[config.mk]
export PLATFORM = sky130hd
export DESIGN_NAME = voice_recorder_control
export DESIGN_NICKNAME = d
export VERILOG_FILES = /design/src/voice_recorder_pkg.sv /design/src/voice_recorder_control.sv
export SDC_FILE = /design/constraint.sdc
export NUM_CORES = 1
export LEC_CHECK = 0
export ABC_AREA = 1
export ABC_CLOCK_PERIOD_IN_PS = 16500
export BUFFER_PORTS_ARGS = -buffer_cell sky130_fd_sc_hd__buf_2
export CORE_ASPECT_RATIO = 1.4
export CORE_MARGIN = 5
export CORE_UTILIZATION = 50
export CTS_CLUSTER_DIAMETER = 50
export DETAILED_ROUTE_END_ITERATION = 10
export PLACE_DENSITY = 0.71
export SLEW_MARGIN = 5
export SYNTH_ARGS = -nofsm -noshare
export SYNTH_HDL_FRONTEND = slang
export SYNTH_SLANG_ARGS = --single-unit
[constraint.sdc]
create_clock -name pclk -period 16.5 [get_ports pclk]
set_clock_uncertainty 0.15 [all_clocks]
set_input_delay 1.65 -clock pclk [delete_from_list [all_inputs] [get_ports pclk]]
set_output_delay 1.65 -clock pclk [all_outputs]
set_load 0.03 [all_outputs]
[src/voice_recorder_pkg.sv]
// Constants and types shared by the voice recorder control block
package voice_recorder_pkg;
  // APB register offsets
  localparam logic [7:0] OFS_CONFIG = 8'h00;
  localparam logic [7:0] OFS_STATUS = 8'h04;
  localparam logic [7:0] OFS_HOST   = 8'h08;
  // Config fields and reset value
  localparam int CFG_HOST_BIT = 0;
  localparam int CFG_SINGLE_BIT = 1;
  localparam logic [1:0] CFG_RESET = 2'h2;
  // Positions of the synchronised pin inputs
  localparam int PIN_GO = 0;
  localparam int PIN_HALT = 1;
  localparam int PIN_PAUSE = 2;
  localparam int PIN_PUT = 3;
  localparam int PIN_FETCH = 4;
  localparam int PIN_CE = 5;
  localparam int PIN_POLICY = 6;
  localparam int PIN_RATE = 7;
  localparam int PIN_VTE = 8;
  localparam int PIN_DIR = 9;
  localparam int PIN_WSEL = 10;
  localparam int PIN_CA = 12;
  localparam int PIN_VOICE = 15;
  localparam int PIN_DATA = 16;
  localparam int SYNC_W = 20;
  localparam logic [SYNC_W-1:0] SYNC_RESET = 20'h0_003F;
  // Sample-rate dividers, terminal counts
  localparam logic [9:0] DIV_SLOW_LAST = 10'h2FF;
  localparam logic [9:0] DIV_FAST_LAST = 10'h1FF;
  // Memory map of the serial register store
  localparam logic [15:0] VOICE_BASE = 16'h0010;
  localparam logic [15:0] MEM_MAX = 16'hFFFF;
  localparam logic [15:0] AREA_SIZE = 16'hFFF0;
  // Busy times
  localparam int CLK_NS = 100;
  localparam int BUSY_CMD_NS = 16000;
  localparam int BUSY_RST_NS = 125000;
  localparam logic [10:0] BUSY_CMD_CYC = 11'((BUSY_CMD_NS + CLK_NS - 1) / CLK_NS);
  localparam logic [10:0] BUSY_RST_CYC = 11'((BUSY_RST_NS + CLK_NS - 1) / CLK_NS);
  // Sequencer states
  typedef enum logic [4:0] {
    s_idle  = 5'b00001,
    s_wait  = 5'b00010,
    s_rec   = 5'b00100,
    s_play  = 5'b01000,
    s_pause = 5'b10000
  } state_type;
endpackage
[src/voice_recorder_control.sv]
// Record/playback sequencer, power policy and nibble host port with APB access
`timescale 1ns/100ps
module voice_recorder_control (
  input  wire logic        pclk,
  input  wire logic        presetn,
  input  wire logic        psel,
  input  wire logic        penable,
  input  wire logic        pwrite,
  input  wire logic [7:0]  paddr,
  input  wire logic [31:0] pwdata,
  output logic      [31:0] prdata,
  output logic             pready,
  output logic             pslverr,
  input  wire logic        go_pulse_n,
  input  wire logic        halt_pulse_n,
  input  wire logic        pause_pulse_n,
  input  wire logic        put_strobe_n,
  input  wire logic        fetch_strobe_n,
  input  wire logic        chip_enable_n,
  input  wire logic        sleep_policy_select,
  input  wire logic        rate_select,
  input  wire logic        voice_trigger_enable,
  input  wire logic        direction_select,
  input  wire logic        word_count_sel_lo,
  input  wire logic        word_count_sel_hi,
  input  wire logic        channel_bit0,
  input  wire logic        channel_bit1,
  input  wire logic        channel_bit2,
  input  wire logic        voice_detect,
  input  wire logic [3:0]  data_in,
  output logic      [3:0]  data_out,
  output logic             data_oe_n,
  output logic             activity_flag,
  output logic             powered_down,
  output logic             osc_enable,
  output logic             pullup_enable,
  output logic             sample_tick,
  output logic      [15:0] mem_addr,
  output logic             mem_write,
  output logic             mem_read
);

  voice_recorder_pkg::state_type state;

  logic [voice_recorder_pkg::SYNC_W-1:0] pins;
  logic [voice_recorder_pkg::SYNC_W-1:0] sync_a;
  logic [voice_recorder_pkg::SYNC_W-1:0] sync_b;
  logic [voice_recorder_pkg::SYNC_W-1:0] sync_c;
  logic [voice_recorder_pkg::SYNC_W-1:0] fall;
  logic [1:0]  cfg;
  logic        host_mode;
  logic        single_mem;
  logic        go_fall;
  logic        halt_fall;
  logic        pause_fall;
  logic        go_low;
  logic        ce_ok;
  logic        put_ok;
  logic [1:0]  wsel;
  logic        flex;
  logic [2:0]  chan_sel;
  logic [15:0] start_sel;
  logic [15:0] limit_sel;
  logic [15:0] start_q;
  logic [15:0] limit;
  logic [2:0]  chan_q;
  logic        is_rec;
  logic        at_limit;
  logic        rec_end;
  logic        play_end;
  logic        repeat_now;
  logic        active;
  logic        full;
  logic [9:0]  div_cnt;
  logic [9:0]  div_last;
  logic [10:0] busy_cnt;
  logic        busy;
  logic [3:0]  last_nibble;
  logic [7:0]  nibble_count;
  logic [3:0]  status;
  logic [15:0] stop_addr [8];
  logic        apb_setup;
  logic        apb_write;
  logic        mapped;

  // Channel index from word count selection and channel pins
  function automatic logic [2:0] chan_of(input logic [1:0] ws, input logic [2:0] ca);
    unique case (ws)
      2'b01:   chan_of = {1'b0, ca[2:1]};
      2'b10:   chan_of = {2'b00, ca[2]};
      default: chan_of = ca;
    endcase
  endfunction

  // Per-channel capacity in fixed mode
  function automatic logic [15:0] cap_of(input logic [1:0] ws);
    unique case (ws)
      2'b01:   cap_of = voice_recorder_pkg::AREA_SIZE >> 2;
      2'b10:   cap_of = voice_recorder_pkg::AREA_SIZE >> 1;
      default: cap_of = voice_recorder_pkg::AREA_SIZE >> 3;
    endcase
  endfunction

  // Two-stage synchronisers, third stage only for edge detection
  assign pins = {data_in, voice_detect, channel_bit2, channel_bit1, channel_bit0,
                 word_count_sel_hi, word_count_sel_lo, direction_select,
                 voice_trigger_enable, rate_select, sleep_policy_select, chip_enable_n,
                 fetch_strobe_n, put_strobe_n, pause_pulse_n, halt_pulse_n, go_pulse_n};

  always_ff @(posedge pclk or negedge presetn) begin
    if (!presetn) begin
      sync_a <= voice_recorder_pkg::SYNC_RESET;
      sync_b <= voice_recorder_pkg::SYNC_RESET;
      sync_c <= voice_recorder_pkg::SYNC_RESET;
    end else begin
      sync_a <= pins;
      sync_b <= sync_a;
      sync_c <= sync_b;
    end
  end

  // Falling edges, one cycle each
  assign fall       = sync_c & ~sync_b;
  assign go_fall    = fall[voice_recorder_pkg::PIN_GO];
  assign halt_fall  = fall[voice_recorder_pkg::PIN_HALT];
  assign pause_fall = fall[voice_recorder_pkg::PIN_PAUSE];
  assign go_low     = ~sync_b[voice_recorder_pkg::PIN_GO];
  assign host_mode  = cfg[voice_recorder_pkg::CFG_HOST_BIT];
  assign single_mem = cfg[voice_recorder_pkg::CFG_SINGLE_BIT];

  // Start address and limit of the selected channel
  assign wsel      = sync_b[voice_recorder_pkg::PIN_WSEL +: 2];
  assign flex      = (wsel == 2'b11);
  assign chan_sel  = chan_of(wsel, sync_b[voice_recorder_pkg::PIN_CA +: 3]);
  always_comb begin
    if (flex) begin
      start_sel = (chan_sel == 3'd0) ? voice_recorder_pkg::VOICE_BASE
                : 16'(stop_addr[chan_sel - 3'd1] + 16'd1);
      limit_sel = voice_recorder_pkg::MEM_MAX;
    end else begin
      start_sel = 16'(voice_recorder_pkg::VOICE_BASE
                + cap_of(wsel) * {13'd0, chan_sel});
      limit_sel = 16'(start_sel + cap_of(wsel) - 16'd1);
    end
  end

  // End-of-run events
  assign at_limit   = sample_tick && (mem_addr == limit);
  assign repeat_now = go_low && single_mem;
  assign rec_end    = (state == voice_recorder_pkg::s_rec && (halt_fall || at_limit))
                   || (state == voice_recorder_pkg::s_pause && is_rec && halt_fall);
  assign play_end   = state == voice_recorder_pkg::s_play && at_limit && !repeat_now;

  // Sequencer
  always_ff @(posedge pclk or negedge presetn) begin
    if (!presetn) begin
      state <= voice_recorder_pkg::s_idle;
    end else begin
      unique case (state)
        voice_recorder_pkg::s_idle: begin
          if (go_fall) begin
            if (!sync_b[voice_recorder_pkg::PIN_DIR]) begin
              state <= voice_recorder_pkg::s_play;
            end else if (sync_b[voice_recorder_pkg::PIN_VTE]) begin
              state <= voice_recorder_pkg::s_wait;
            end else begin
              state <= voice_recorder_pkg::s_rec;
            end
          end
        end
        voice_recorder_pkg::s_wait: begin
          if (halt_fall) begin
            state <= voice_recorder_pkg::s_idle;
          end else if (sync_b[voice_recorder_pkg::PIN_VOICE]) begin
            state <= voice_recorder_pkg::s_rec;
          end
        end
        voice_recorder_pkg::s_rec: begin
          if (rec_end) begin
            state <= voice_recorder_pkg::s_idle;
          end else if (pause_fall) begin
            state <= voice_recorder_pkg::s_pause;
          end
        end
        voice_recorder_pkg::s_play: begin
          if (halt_fall || play_end) begin
            state <= voice_recorder_pkg::s_idle;
          end else if (pause_fall) begin
            state <= voice_recorder_pkg::s_pause;
          end
        end
        voice_recorder_pkg::s_pause: begin
          if (halt_fall) begin
            state <= voice_recorder_pkg::s_idle;
          end else if (go_fall) begin
            state <= is_rec ? voice_recorder_pkg::s_rec
                            : voice_recorder_pkg::s_play;
          end
        end
      endcase
    end
  end

  // Run parameters captured at go; address advances once per sample
  always_ff @(posedge pclk or negedge presetn) begin
    if (!presetn) begin
      mem_addr <= 16'h0000;
      start_q  <= 16'h0000;
      limit    <= 16'h0000;
      chan_q   <= 3'd0;
      is_rec   <= 1'b0;
    end else if (state == voice_recorder_pkg::s_idle && go_fall) begin
      mem_addr <= start_sel;
      start_q  <= start_sel;
      chan_q   <= chan_sel;
      is_rec   <= sync_b[voice_recorder_pkg::PIN_DIR];
      limit    <= sync_b[voice_recorder_pkg::PIN_DIR] ? limit_sel : stop_addr[chan_sel];
    end else if (sample_tick && (state == voice_recorder_pkg::s_rec
                             || state == voice_recorder_pkg::s_play)) begin
      if (at_limit && state == voice_recorder_pkg::s_play) begin
        mem_addr <= start_q;
      end else if (!at_limit) begin
        mem_addr <= 16'(mem_addr + 16'd1);
      end
    end
  end

  // Stop address table, written when a recording ends
  always_ff @(posedge pclk or negedge presetn) begin
    if (!presetn) begin
      for (int i = 0; i < 8; i++) begin
        stop_addr[i] <= 16'h0000;
      end
    end else if (rec_end) begin
      stop_addr[chan_q] <= mem_addr;
    end
  end

  // Full flag: a recording, flex or in the last fixed channel, ran to the memory end
  always_ff @(posedge pclk or negedge presetn) begin
    if (!presetn) begin
      full <= 1'b0;
    end else if (state == voice_recorder_pkg::s_rec && at_limit
                 && limit == voice_recorder_pkg::MEM_MAX) begin
      full <= 1'b1;
    end else if (state == voice_recorder_pkg::s_idle && go_fall) begin
      full <= 1'b0;
    end
  end

  // Power policy
  assign active = state != voice_recorder_pkg::s_idle;
  always_ff @(posedge pclk or negedge presetn) begin
    if (!presetn) begin
      powered_down <= 1'b1;
      osc_enable   <= 1'b0;
    end else if (sync_b[voice_recorder_pkg::PIN_POLICY]) begin
      powered_down <= 1'b0;
      osc_enable   <= 1'b1;
    end else begin
      powered_down <= !active;
      osc_enable   <= active;
    end
  end

  // Sample-rate divider, held cleared while powered down
  assign div_last = sync_b[voice_recorder_pkg::PIN_RATE] ? voice_recorder_pkg::DIV_FAST_LAST
                                                          : voice_recorder_pkg::DIV_SLOW_LAST;
  always_ff @(posedge pclk or negedge presetn) begin
    if (!presetn) begin
      div_cnt     <= 10'h000;
      sample_tick <= 1'b0;
    end else if (powered_down) begin
      div_cnt     <= 10'h000;
      sample_tick <= 1'b0;
    end else if (div_cnt >= div_last) begin
      div_cnt     <= 10'h000;
      sample_tick <= 1'b1;
    end else begin
      div_cnt     <= 10'(div_cnt + 10'd1);
      sample_tick <= 1'b0;
    end
  end

  // Memory strobes and activity flag
  always_ff @(posedge pclk or negedge presetn) begin
    if (!presetn) begin
      mem_write <= 1'b0;
      mem_read  <= 1'b0;
    end else begin
      mem_write <= sample_tick && state == voice_recorder_pkg::s_rec;
      mem_read  <= sample_tick && state == voice_recorder_pkg::s_play;
    end
  end
  assign activity_flag = state == voice_recorder_pkg::s_rec
                      || state == voice_recorder_pkg::s_play
                      || state == voice_recorder_pkg::s_pause;

  // Pull-ups only in stand-alone operation and out of reset
  always_ff @(posedge pclk or negedge presetn) begin
    if (!presetn) begin
      pullup_enable <= 1'b0;
    end else begin
      pullup_enable <= !host_mode;
    end
  end

  // Host strobes gated by chip enable
  assign ce_ok  = host_mode && !sync_b[voice_recorder_pkg::PIN_CE];
  assign put_ok = ce_ok && fall[voice_recorder_pkg::PIN_PUT];

  // Busy timer: reset processing, then each accepted nibble
  always_ff @(posedge pclk or negedge presetn) begin
    if (!presetn) begin
      busy_cnt <= voice_recorder_pkg::BUSY_RST_CYC;
    end else if (put_ok) begin
      busy_cnt <= voice_recorder_pkg::BUSY_CMD_CYC;
    end else if (busy_cnt != 11'd0) begin
      busy_cnt <= 11'(busy_cnt - 11'd1);
    end
  end
  assign busy = busy_cnt != 11'd0;

  // Nibble latch
  always_ff @(posedge pclk or negedge presetn) begin
    if (!presetn) begin
      last_nibble  <= 4'h0;
      nibble_count <= 8'h00;
    end else if (put_ok) begin
      last_nibble  <= sync_b[voice_recorder_pkg::PIN_DATA +: 4];
      nibble_count <= 8'(nibble_count + 8'd1);
    end
  end

  // Status nibble and data line drive
  assign status = {full, state == voice_recorder_pkg::s_wait || state == voice_recorder_pkg::s_pause,
                   state == voice_recorder_pkg::s_rec || state == voice_recorder_pkg::s_play, busy};
  always_ff @(posedge pclk or negedge presetn) begin
    if (!presetn) begin
      data_out <= 4'h0;
    end else begin
      data_out <= status;
    end
  end
  assign data_oe_n = !(ce_ok && !sync_b[voice_recorder_pkg::PIN_FETCH]);

  // APB slave, zero wait states
  assign pready    = 1'b1;
  assign apb_setup = psel && !penable;
  assign apb_write = psel && penable && pwrite;
  assign mapped    = paddr == voice_recorder_pkg::OFS_CONFIG
                  || paddr == voice_recorder_pkg::OFS_STATUS
                  || paddr == voice_recorder_pkg::OFS_HOST;
  assign pslverr   = psel && penable && !mapped;

  always_ff @(posedge pclk or negedge presetn) begin
    if (!presetn) begin
      cfg <= voice_recorder_pkg::CFG_RESET;
    end else if (apb_write && paddr == voice_recorder_pkg::OFS_CONFIG) begin
      cfg <= pwdata[1:0];
    end
  end

  // Read data captured in the setup cycle
  always_ff @(posedge pclk or negedge presetn) begin
    if (!presetn) begin
      prdata <= 32'h0000_0000;
    end else if (apb_setup) begin
      unique case (paddr)
        voice_recorder_pkg::OFS_CONFIG: prdata <= {30'd0, cfg};
        voice_recorder_pkg::OFS_STATUS: prdata <= {mem_addr, 7'd0, state, status};
        voice_recorder_pkg::OFS_HOST:   prdata <= {20'd0, nibble_count, last_nibble};
        default:                        prdata <= 32'h0000_0000;
      endcase
    end
  end
endmodule

==> results.toml, run 1 <==
[timing]
worstMarginPinSlew_ns = 1.02
hold_viol = 0
setup_viol = 0
period_share_pct = 46.1
min_period_ns = 7.61
fin_tns_setup_ns = 0
clock.fmax_ghz = 0.131
slew_headroom_pct = 31.4
slew_violations = 0
layout_setup_ws_ns = 8.89
rsz0062_at_grt = "no"

[setup_path]
crit_required_ns = 16.81
r2r_cells = 30
crit_path_start_kind = "flop"
slowest_delay_ns = 0.97
critical_path_arrival_ns = 7.92
crit_top_cell = "nand2_1"
cp_max_fo = 36
cp_slowest_cell = "clkinv_1"
end_kind = "flop"
worstSetupPathType = "flop to flop"

[clock_tree]
clk_pin_slew_ns = 0.06
hold_buffers = 0
cts.path.max_buffers = 3
clock_latency_ns = 0.55
cts_resized = 0
htree_levels = 2
cts_setup_buffers = 0
cts_inserted_buffers = 34
cts.sink_count = 303
cts_tree = "done"
cts_root_buffer = "clkbuf_16"

[yosys]
syn_avg_cell_area_um2 = 7.79
yosysTopAreaCell = "dfrtp_1"
synth-main-ff-cell = "dfrtp_1"
synthCells = 2152
synth_area_leaders = "dfrtp_1 42%, nand2_1 11%, o21ai_0 7.1%"
yosys.cell_types.count = 54
synth.top_cell.area_share_pct = 41.6
yosysWarnings = 0
synth-seq-area-share_pct = 45.4
ys_ff_latch = 303
synth_edf_count = 0
ys_async_sr_fraction_pct = 100
netlist_area_um2 = 16800

[flow_run]
cap_violations = 0

[finish]
layout.area.seq_um2 = 7610
final_common_cell = "nand2_1"
postLayoutCoreUtil_pct = 55.9
area_growth_pct = 10.8
drive_gt1_share_pct = 10.9
final_nets = 2295
final_area_um2 = 18600
n_antenna_cell = 0
fill_cells = 3118
multi_input_area_um2 = 7720
mostFrequentLayoutCells = "494 x nand2_1, 279 x dfrtp_1, 239 x o21ai_0"

[floorplan]
initial_core_util_pct = 50.5
rows = 79
io_pins = 127
dieArea_um2 = 37300
die_h_um = 227
core_um2 = 33200
die_width_um = 165

[global_routing]
grt_first_pass_wirelength_um = 80200
grt_use_met3_pct = 3.78
grt_pass1_vias = 14615
grt_util_all_layers_pct = 27.5
grt_busiest_layer = "met2"
overflow = 0
grtUsageMet2_pct = 46.9
grt_max_degree = 169
use_met1_pct = 33.8
antenna_found_initial = 0

[hold_path]
hold_depth = 0
hp-class = "flop to flop"

[power]
peakVddDrop_uv = 113
p_leak_nw = 8.88
cellPowerDensity_nw_per_um2 = 152

[placement]
dp_slack_ns = 9.10
gp_congestion = 0.982
dp_hpwl_um = 34000
port_buffers = 91
placed_cell_area_um2 = 17400

[routing]
antenna_left = 0
routed_wl_um = 50800
drc = 0
vias = 15145
wl_per_cell_um = 19.2
dr.pass1.iters = 6
drt-initial-drc-count = 1262
routed_via_density = 5.72

[run_status]
status = "finished, final reports clean"
[routing by layer]
| layer | part of all wire, % | routed length [um] | vias to the layer above |
|---|---|---|---|
| li1 | - | - | 7144 |
| met1 | 39 | 19600 | 7275 |
| met2 | 49 | 25100 | 589 |
| met3 | 6.6 | 3340 | 137 |
| met4 | 5.5 | 2810 | 0 |
| met5 | 0 | 0 | - |
[flip-flops by register name, indices dropped and copies added, names as in the netlist, 2 cells and up]
name / count
busy_cnt: 11
cfg: 2
chan_q: 3
data_out: 4
div_cnt: 10
last_nibble: 4
limit: 16
mem_addr: 16
nibble_count: 8
prdata: 28
start_q: 16
state: 5
stop_addr: 128
sync_a: 20
sync_b: 20
sync_c: 4
[Yosys cell counts (4+ instances only)]
library cell and number:
a21oi_1 64, a22oi_1 4, a31oi_1 10, buf_1 6
buf_2 38, buf_4 12, clkbuf_1 61, dfrtp_1 279
dfstp_2 24, fa_1 6, ha_1 45, inv_1 230
inv_2 7, mux2_2 9, nand2_1 494, nand2_2 12
nand3_1 219, nand4_1 19, nor2_1 148, nor2_2 6
nor3_1 30, nor4_1 20, o211ai_1 12, o21ai_0 239
o21ai_1 21, o21bai_1 6, o221ai_1 24, o22ai_1 10
o31ai_1 17, or2_2 8, xnor2_1 5, xor2_1 34
[logic make-up after synthesis]
kind of cell / after synthesis / synth area share, %
AND/OR/NAND/NOR: 968 / 24.9
AO/OA/AOI/OAI: 416 / 13.9
buffers and inverters: 361 / 8.80
flip-flops: 303 / 45.4
adder cells (fa/ha/maj): 51 / 4.07
XOR/XNOR: 40 / 2.13
multiplexers: 11 / 0.724
other: 2 / 0.0448
[where the power goes]
group | switching [mW] | total (mW) | internal (mW)
clock | 0.322 | 0.801 | 0.479
combinational | 0.695 | 1.01 | 0.317
sequential | 0.128 | 1.00 | 0.877
total | 1.15 | 2.82 | 1.67
[final cells by class]
cell class	instances	area share, %
timing repair buffer	108	3.26
tap	445	3.00
sequential	303	41.0
clock buffer	43	5.15
clock inverter	15	1.18
inverter	241	4.90
multi-input combinational	1491	41.5
[final timing paths]
check	slack (ns)	from	endpoint
min in group asynchronous	1.09	presetn	mem_addr[10]$_DFFE_PN0P_
worst max-delay path	8.89	sync_b[10]$_DFF_PN0_	limit[14]$_DFFE_PN0P_
worst min register to register	0.20	sync_a[16]$_DFF_PN0_	sync_b[16]$_DFF_PN0_
worst min-delay path	0.20	sync_a[16]$_DFF_PN0_	sync_b[16]$_DFF_PN0_
max in group asynchronous	13.63	presetn	stop_addr[66]$_DFFE_PN0P_
worst max register to register	8.89	sync_b[10]$_DFF_PN0_	limit[14]$_DFFE_PN0P_
[worst max-delay path: cells and delay by family, from the launching register on]
kind / cells / cell delay [ns]
buffers and inverters: 6 / 2.18
AOI/OAI and AO/OA: 6 / 0.70
and+or+nand+nor: 11 / 1.50
adders and majority gates: 7 / 2.57
DFF: 1 / 0.38
[per-stage QoR]
stage	hold WS, ns	cells	total power [mW]
3_5_place_dp	0.186	2588	2.01
5_1_grt	0.209	2646	2.99
3_3_place_gp	0.182	2588	1.99
2_1_floorplan	0.181	2155	1.68
6_report	0.198	2646	2.82
4_1_cts	0.201	2646	2.82
(Power assumes the default switching activity.)
==> run 2: changes to the inputs <==
--- a/config.mk
+++ b/config.mk
@@ -6,14 +6,14 @@
 export NUM_CORES = 1
 export LEC_CHECK = 0
 export ABC_AREA = 1
-export ABC_CLOCK_PERIOD_IN_PS = 16500
+export ABC_CLOCK_PERIOD_IN_PS = 6900
 export BUFFER_PORTS_ARGS = -buffer_cell sky130_fd_sc_hd__buf_2
 export CORE_ASPECT_RATIO = 1.4
 export CORE_MARGIN = 5
 export CORE_UTILIZATION = 50
 export CTS_CLUSTER_DIAMETER = 50
 export DETAILED_ROUTE_END_ITERATION = 10
-export PLACE_DENSITY = 0.71
+export PLACE_DENSITY = 0.74
 export SLEW_MARGIN = 5
 export SYNTH_ARGS = -nofsm -noshare
 export SYNTH_HDL_FRONTEND = slang
==> constraint.sdc (replaced) <==
create_clock -name pclk -period 6.9 [get_ports pclk]
set_clock_uncertainty 0.15 [all_clocks]
set_input_delay 0.69 -clock pclk [delete_from_list [all_inputs] [get_ports pclk]]
set_output_delay 0.69 -clock pclk [all_outputs]
set_load 0.03 [all_outputs]
==> run 2 against run 1 <==
Effect of this change:
- clock power is 130% higher
- hold slack lost 0.16 ns
- global-route usage down 0.16 points
- non-clock buffer count increased by 2
- register-to-register slack got worse by 7.9 ns
- utilization decreased by 0.064 points
- critical endpoint unchanged
- largest power group is now registers
==> results.toml, run 2 (synthesis gave the netlist of run 1 again) <==
[clock_tree]
hold_buffers = 0
clk_pin_slew_ns = 0.06
cts.sink_count = 303
clock_latency_ns = 0.54
cts.path.max_buffers = 3
cts_inserted_buffers = 34
htree_levels = 2
cts_tree = "done"
cts_setup_buffers = 0
cts_resized = 0
cts_root_buffer = "clkbuf_16"

[timing]
min_period_ns = 5.90
fin_hold_ws_ns = 0.0362
rsz0062_at_grt = "no"
layout_setup_ws_ns = 1.00
clock.fmax_ghz = 0.170
slew_violations = 0
period_share_pct = 85.5
setup_viol = 0
fin_tns_setup_ns = 0
hold_viol = 0
worstMarginPinSlew_ns = 1.23
slew_headroom_pct = 17.4

[floorplan]
die_h_um = 227
io_pins = 127
initial_core_util_pct = 50.5
die_width_um = 165
dieArea_um2 = 37300
core_um2 = 33200
rows = 79

[setup_path]
r2r_cells = 27
cp_max_fo = 6
end_kind = "flop"
crit_path_start_kind = "flop"
crit_top_cell = "nand2_1"
worstSetupPathType = "flop to flop"
cp_slowest_cell = "o31ai_4"
reg2reg_slack_ns = 1.00
slowest_delay_ns = 0.48
crit_required_ns = 7.19
critical_path_arrival_ns = 6.19
rr_endpoint = "limit[14]$_DFFE_PN0P_"
crit_path_start = "sync_b[10]$_DFF_PN0_"
r2r_start = "sync_b[10]$_DFF_PN0_"

[placement]
dp.cells = 2590
dp_slack_ns = 1.02
dp_hpwl_um = 33500
gp_congestion = 1.01
placed_cell_area_um2 = 17400
port_buffers = 91

[power]
cellPowerDensity_nw_per_um2 = 359
total_power_mw = 6.66
p_leak_nw = 8.88
peakVddDrop_uv = 234

[flow_run]
cap_violations = 0

[global_routing]
antenna_found_initial = 0
grt_pass1_vias = 14994
grt_first_pass_wirelength_um = 80500
grt_max_degree = 132
overflow = 0
grt_util_all_layers_pct = 27.3

[routing]
dr_wl_met2_um = 24500
wl_met3_um = 2920
vias = 15137
drc = 0
antenna_left = 0
wl_per_cell_um = 18.8
top_layer_used = "met4"
drt-initial-drc-count = 1223
dr.pass1.iters = 7
wl_met1_um = 19200
routed_wl_um = 49800
routed_via_density = 5.71

[finish]
area_growth_pct = 10.7
layout.area.seq_um2 = 7610
reg_top3 = "stop_addr x128, prdata x28"
mostFrequentLayoutCells = "494 x nand2_1, 279 x dfrtp_1, 239 x o21ai_0"
multi_input_area_um2 = 7720
postLayoutCoreUtil_pct = 55.9
n_antenna_cell = 0
final_nets = 2297
drive_gt1_share_pct = 11.0
top_register = "stop_addr"
fill_cells = 3096
instances_no_fill = 2652
largest_reg_flops = 128
final_area_um2 = 18600
final_common_cell = "nand2_1"

[hold_path]
hp-class = "input pin to async pin"

[run_status]
status = "finished, final reports clean"
## run 2: layout make-up
cell class	instances	area share, %
multi-input cells	1491	41.6
flip-flops and latches	303	41.0
clock buffers	47	5.23
inverters	241	4.90
repair buffers	110	3.34
well taps	445	3.00
clock inverters	15	0.910
## run 2: critical path, delay by kind of cell, from the launching register on
family	cells	cell delay, ns
DFF	1	0.37
and+or+nand+nor	11	1.36
AOI/OAI and AO/OA	6	1.15
adders and majority gates	7	2.59
buffers and inverters	3	0.19
## run 2: worst max path at each step
stage / slack (ns) / cells past startpoint / to
3_5_place_dp: 1.02 / 27 / limit[14]$_DFFE_PN0P_
5_1_grt: 0.51 / 27 / limit[14]$_DFFE_PN0P_
6_report: 1.00 / 27 / limit[14]$_DFFE_PN0P_
4_1_cts: 0.99 / 27 / limit[14]$_DFFE_PN0P_
3_3_place_gp: 1.20 / 27 / limit[14]$_DFFE_PN0P_
2_1_floorplan: 1.21 / 28 / limit[14]$_DFFE_PN0P_
## run 2: power breakdown
part | switching [mW] | internal (mW)
Clock | 0.782 | 1.08
Combinational | 1.64 | 0.757
Sequential | 0.301 | 2.10
Total | 2.73 | 3.93
## run 2: metal layers
metal / vias up / global-route usage, %
met5: - / 0
met4: 0 / 15.9
li1: 7158 / -
met1: 7246 / 33.2
met3: 149 / 3.75
met2: 584 / 46.3
==> run 3: changes to the inputs <==
--- a/config.mk
+++ b/config.mk
@@ -5,7 +5,6 @@
 export SDC_FILE = /design/constraint.sdc
 export NUM_CORES = 1
 export LEC_CHECK = 0
-export ABC_AREA = 1
 export ABC_CLOCK_PERIOD_IN_PS = 6900
 export BUFFER_PORTS_ARGS = -buffer_cell sky130_fd_sc_hd__buf_2
 export CORE_ASPECT_RATIO = 1.4
==> run 3 against run 2 <==
Effect of this change:
- critical endpoint unchanged
- combinational power shrank 5%
- sequential share of layout area rose by 0.88 points
- clock-buffer cell count decreased by 7
==> results.toml, run 3 <==
[timing]
hold_viol = 0
worstMarginPinSlew_ns = 1.22
fin_tns_setup_ns = 0
setup_viol = 0
min_period_ns = 6.38
slew_headroom_pct = 18.8
period_share_pct = 92.4
rsz0062_at_grt = "no"
layout_setup_ws_ns = 0.521
slew_violations = 0
clock.fmax_ghz = 0.157

[yosys]
synth-seq-area-share_pct = 46.9
post-synth-top-count-cell = "dfrtp_1"
yosysWarnings = 0
yosys.cell_types.count = 72
ys_async_sr_fraction_pct = 100
synthCells = 1550
yosysTopAreaCell = "dfrtp_1"
syn_avg_cell_area_um2 = 10.5
synth_common_cells = "279 x dfrtp_1, 241 x nand2_1, 140 x mux2_2"
ys_ff_latch = 303
synth-main-ff-cell = "dfrtp_1"
netlist_area_um2 = 16200
synth_area_leaders = "dfrtp_1 43%, mux2_2 9.7%, nand2_1 5.6%"
synth_edf_count = 0
synth.top_cell.area_share_pct = 43.0

[routing]
wl_per_cell_um = 20.4
antenna_left = 0
drc = 0
routed_via_density = 5.97
vias = 12310
dr.pass1.iters = 6
routed_wl_um = 42200
drt-initial-drc-count = 1055

[setup_path]
end_kind = "flop"
crit_top_cell = "ha_1"
cp_max_fo = 31
critical_path_arrival_ns = 6.67
crit_chain = "inv_1 -> ha_1 -> and2_1 -> a31o_2 -> nand2_1 -> fa_1 -> inv_1 -> fa_1 -> ha_1 -> fa_1 -> a21oi_1 -> o21ai_0 -> ha_1 -> inv_1 -> ha_1 -> o41ai_1 -> o21ai_0 -> a31oi_1 -> xnor2_1 -> nor3b_1 -> o21ai_0"
worstSetupPathType = "flop to flop"
crit_path_start_kind = "flop"
crit_required_ns = 7.19
slowest_delay_ns = 0.63
cp_slowest_cell = "a31o_2"

[clock_tree]
clock_latency_ns = 0.57
cts_tree = "done"
cts.sink_count = 303
cts_inserted_buffers = 31
htree_levels = 1
cts_setup_buffers = 0
clk_pin_slew_ns = 0.07
hold_buffers = 0
cts_root_buffer = "clkbuf_16"
cts.path.max_buffers = 3
cts_resized = 0

[global_routing]
use_met1_pct = 27.8
grt_pass1_vias = 12506
grt_util_all_layers_pct = 23.2
grt_busiest_layer = "met2"
overflow = 0
grt_max_degree = 163
antenna_found_initial = 0
grt_use_met3_pct = 3.27
grtUsageMet2_pct = 40.3
grt_first_pass_wirelength_um = 67400

[power]
p_leak_nw = 8.43
total_power_mw = 6.66
cellPowerDensity_nw_per_um2 = 366
peakVddDrop_uv = 199

[finish]
final_nets = 1714
mostFrequentLayoutCells = "279 x dfrtp_1, 241 x nand2_1, 140 x mux2_2"
postLayoutCoreUtil_pct = 56.2
fill_cells = 2636
final_common_cell = "dfrtp_1"
drive_gt1_share_pct = 22.9
largest_reg_flops = 128
area_growth_pct = 11.8
top_register = "stop_addr"
reg_top3 = "stop_addr x128, prdata x28"

[floorplan]
rows = 78
dieArea_um2 = 36200
die_h_um = 223
io_pins = 127
initial_core_util_pct = 50.3
die_width_um = 162
core_um2 = 32300

[hold_path]
hp-class = "input pin to async pin"

[placement]
dp_slack_ns = 0.611
gp_congestion = 0.931
dp_hpwl_um = 28700
port_buffers = 91

[run_status]
status = "finished, final reports clean"

[flow_run]
cap_violations = 0
-- run 3: changes by cell type in the layout (fill, tap and decap cells not counted), moves of 21 or more --
| cell | delta |
|---|---|
| nand2_1 | -253 |
| nand3_1 | -178 |
| xnor2_1 | +46 |
| mux2_2 | +131 |
| inv_1 | -189 |
| and3_1 | +31 |
| mux2i_1 | +53 |
| nor2_1 | -60 |
| a21oi_1 | -26 |
| mux4_2 | +21 |
| o221ai_1 | -22 |
| o21ai_0 | -194 |
-- run 3: where the power goes --
| part | internal, mW | leakage [nW] | switching [mW] |
|---|---|---|---|
| clock | 1.10 | 0.541 | 0.716 |
| sequential | 2.11 | 3.97 | 0.455 |
| combinational | 0.965 | 3.92 | 1.31 |
| total | 4.18 | 8.43 | 2.48 |
-- run 3: worst paths after layout --
path	from	to	slack (ns)	cells after the start
max in group asynchronous	presetn	stop_addr[29]$_DFFE_PN0P_	5.09	2
min in group pclk	fetch_strobe_n	sync_a[4]$_DFF_PN1_	0.06	1
hold reg to reg	sync_a[3]$_DFF_PN1_	sync_b[3]$_DFF_PN1_	0.20	0
setup reg to reg	sync_b[10]$_DFF_PN0_	limit[14]$_DFFE_PN0P_	0.52	21
hold / removal	presetn	data_out[0]$_DFF_PN0_	0.03	1
setup / recovery	sync_b[10]$_DFF_PN0_	limit[14]$_DFFE_PN0P_	0.52	21
-- run 3: critical path: cells and delay by family, from the launching register on --
kind	cells	cell delay (ns)
fa+ha+maj	7	2.62
flops	1	0.37
xor+xnor	1	0.09
buf+inv	3	0.22
compound gates	7	2.21
simple gates	3	0.58
-- run 3: area by class of cell --
cell class,count,area [um2],share of cell area (%)
clock buffers,40,850,4.68
repair buffers,119,688,3.79
diodes,1,2.50,0.0138
flip-flops and latches,303,7610,41.9
multi-input cells,1099,8040,44.2
clock inverters,17,258,1.42
inverters,44,165,0.909
well taps,440,551,3.03
-- run 3: per-stage QoR --
step	instance area [um2]	std cells	hold WS, ns
CTS	18200	2062	0.0452
finish	18200	2063	0.0339
detailed placement	17100	2005	0.187
global placement	17100	2005	0.183
global route	18200	2062	0.0442
floorplan	16300	1553	0.181
-- run 3: routing by layer --
metal  routed length [um]  up-vias
met5                    0        -
met4                 2290        0
met3                 2550      139
met2                21200      442
met1                16200     6140
li1                     -     5589
-- run 3: cell families (layout without fill, tap and decap cells) --
group,after synthesis,after routing,share of synthesized area (%)
buffers and inverters,151,220,3.85
DFF,303,303,46.9
adders and majority gates,51,51,4.20
muxes,216,216,16.0
AOI/OAI and AO/OA,248,248,10.7
other,2,6,0.0462
xor gates and xnor gates,76,76,4.10
and+or+nand+nor,503,503,14.2
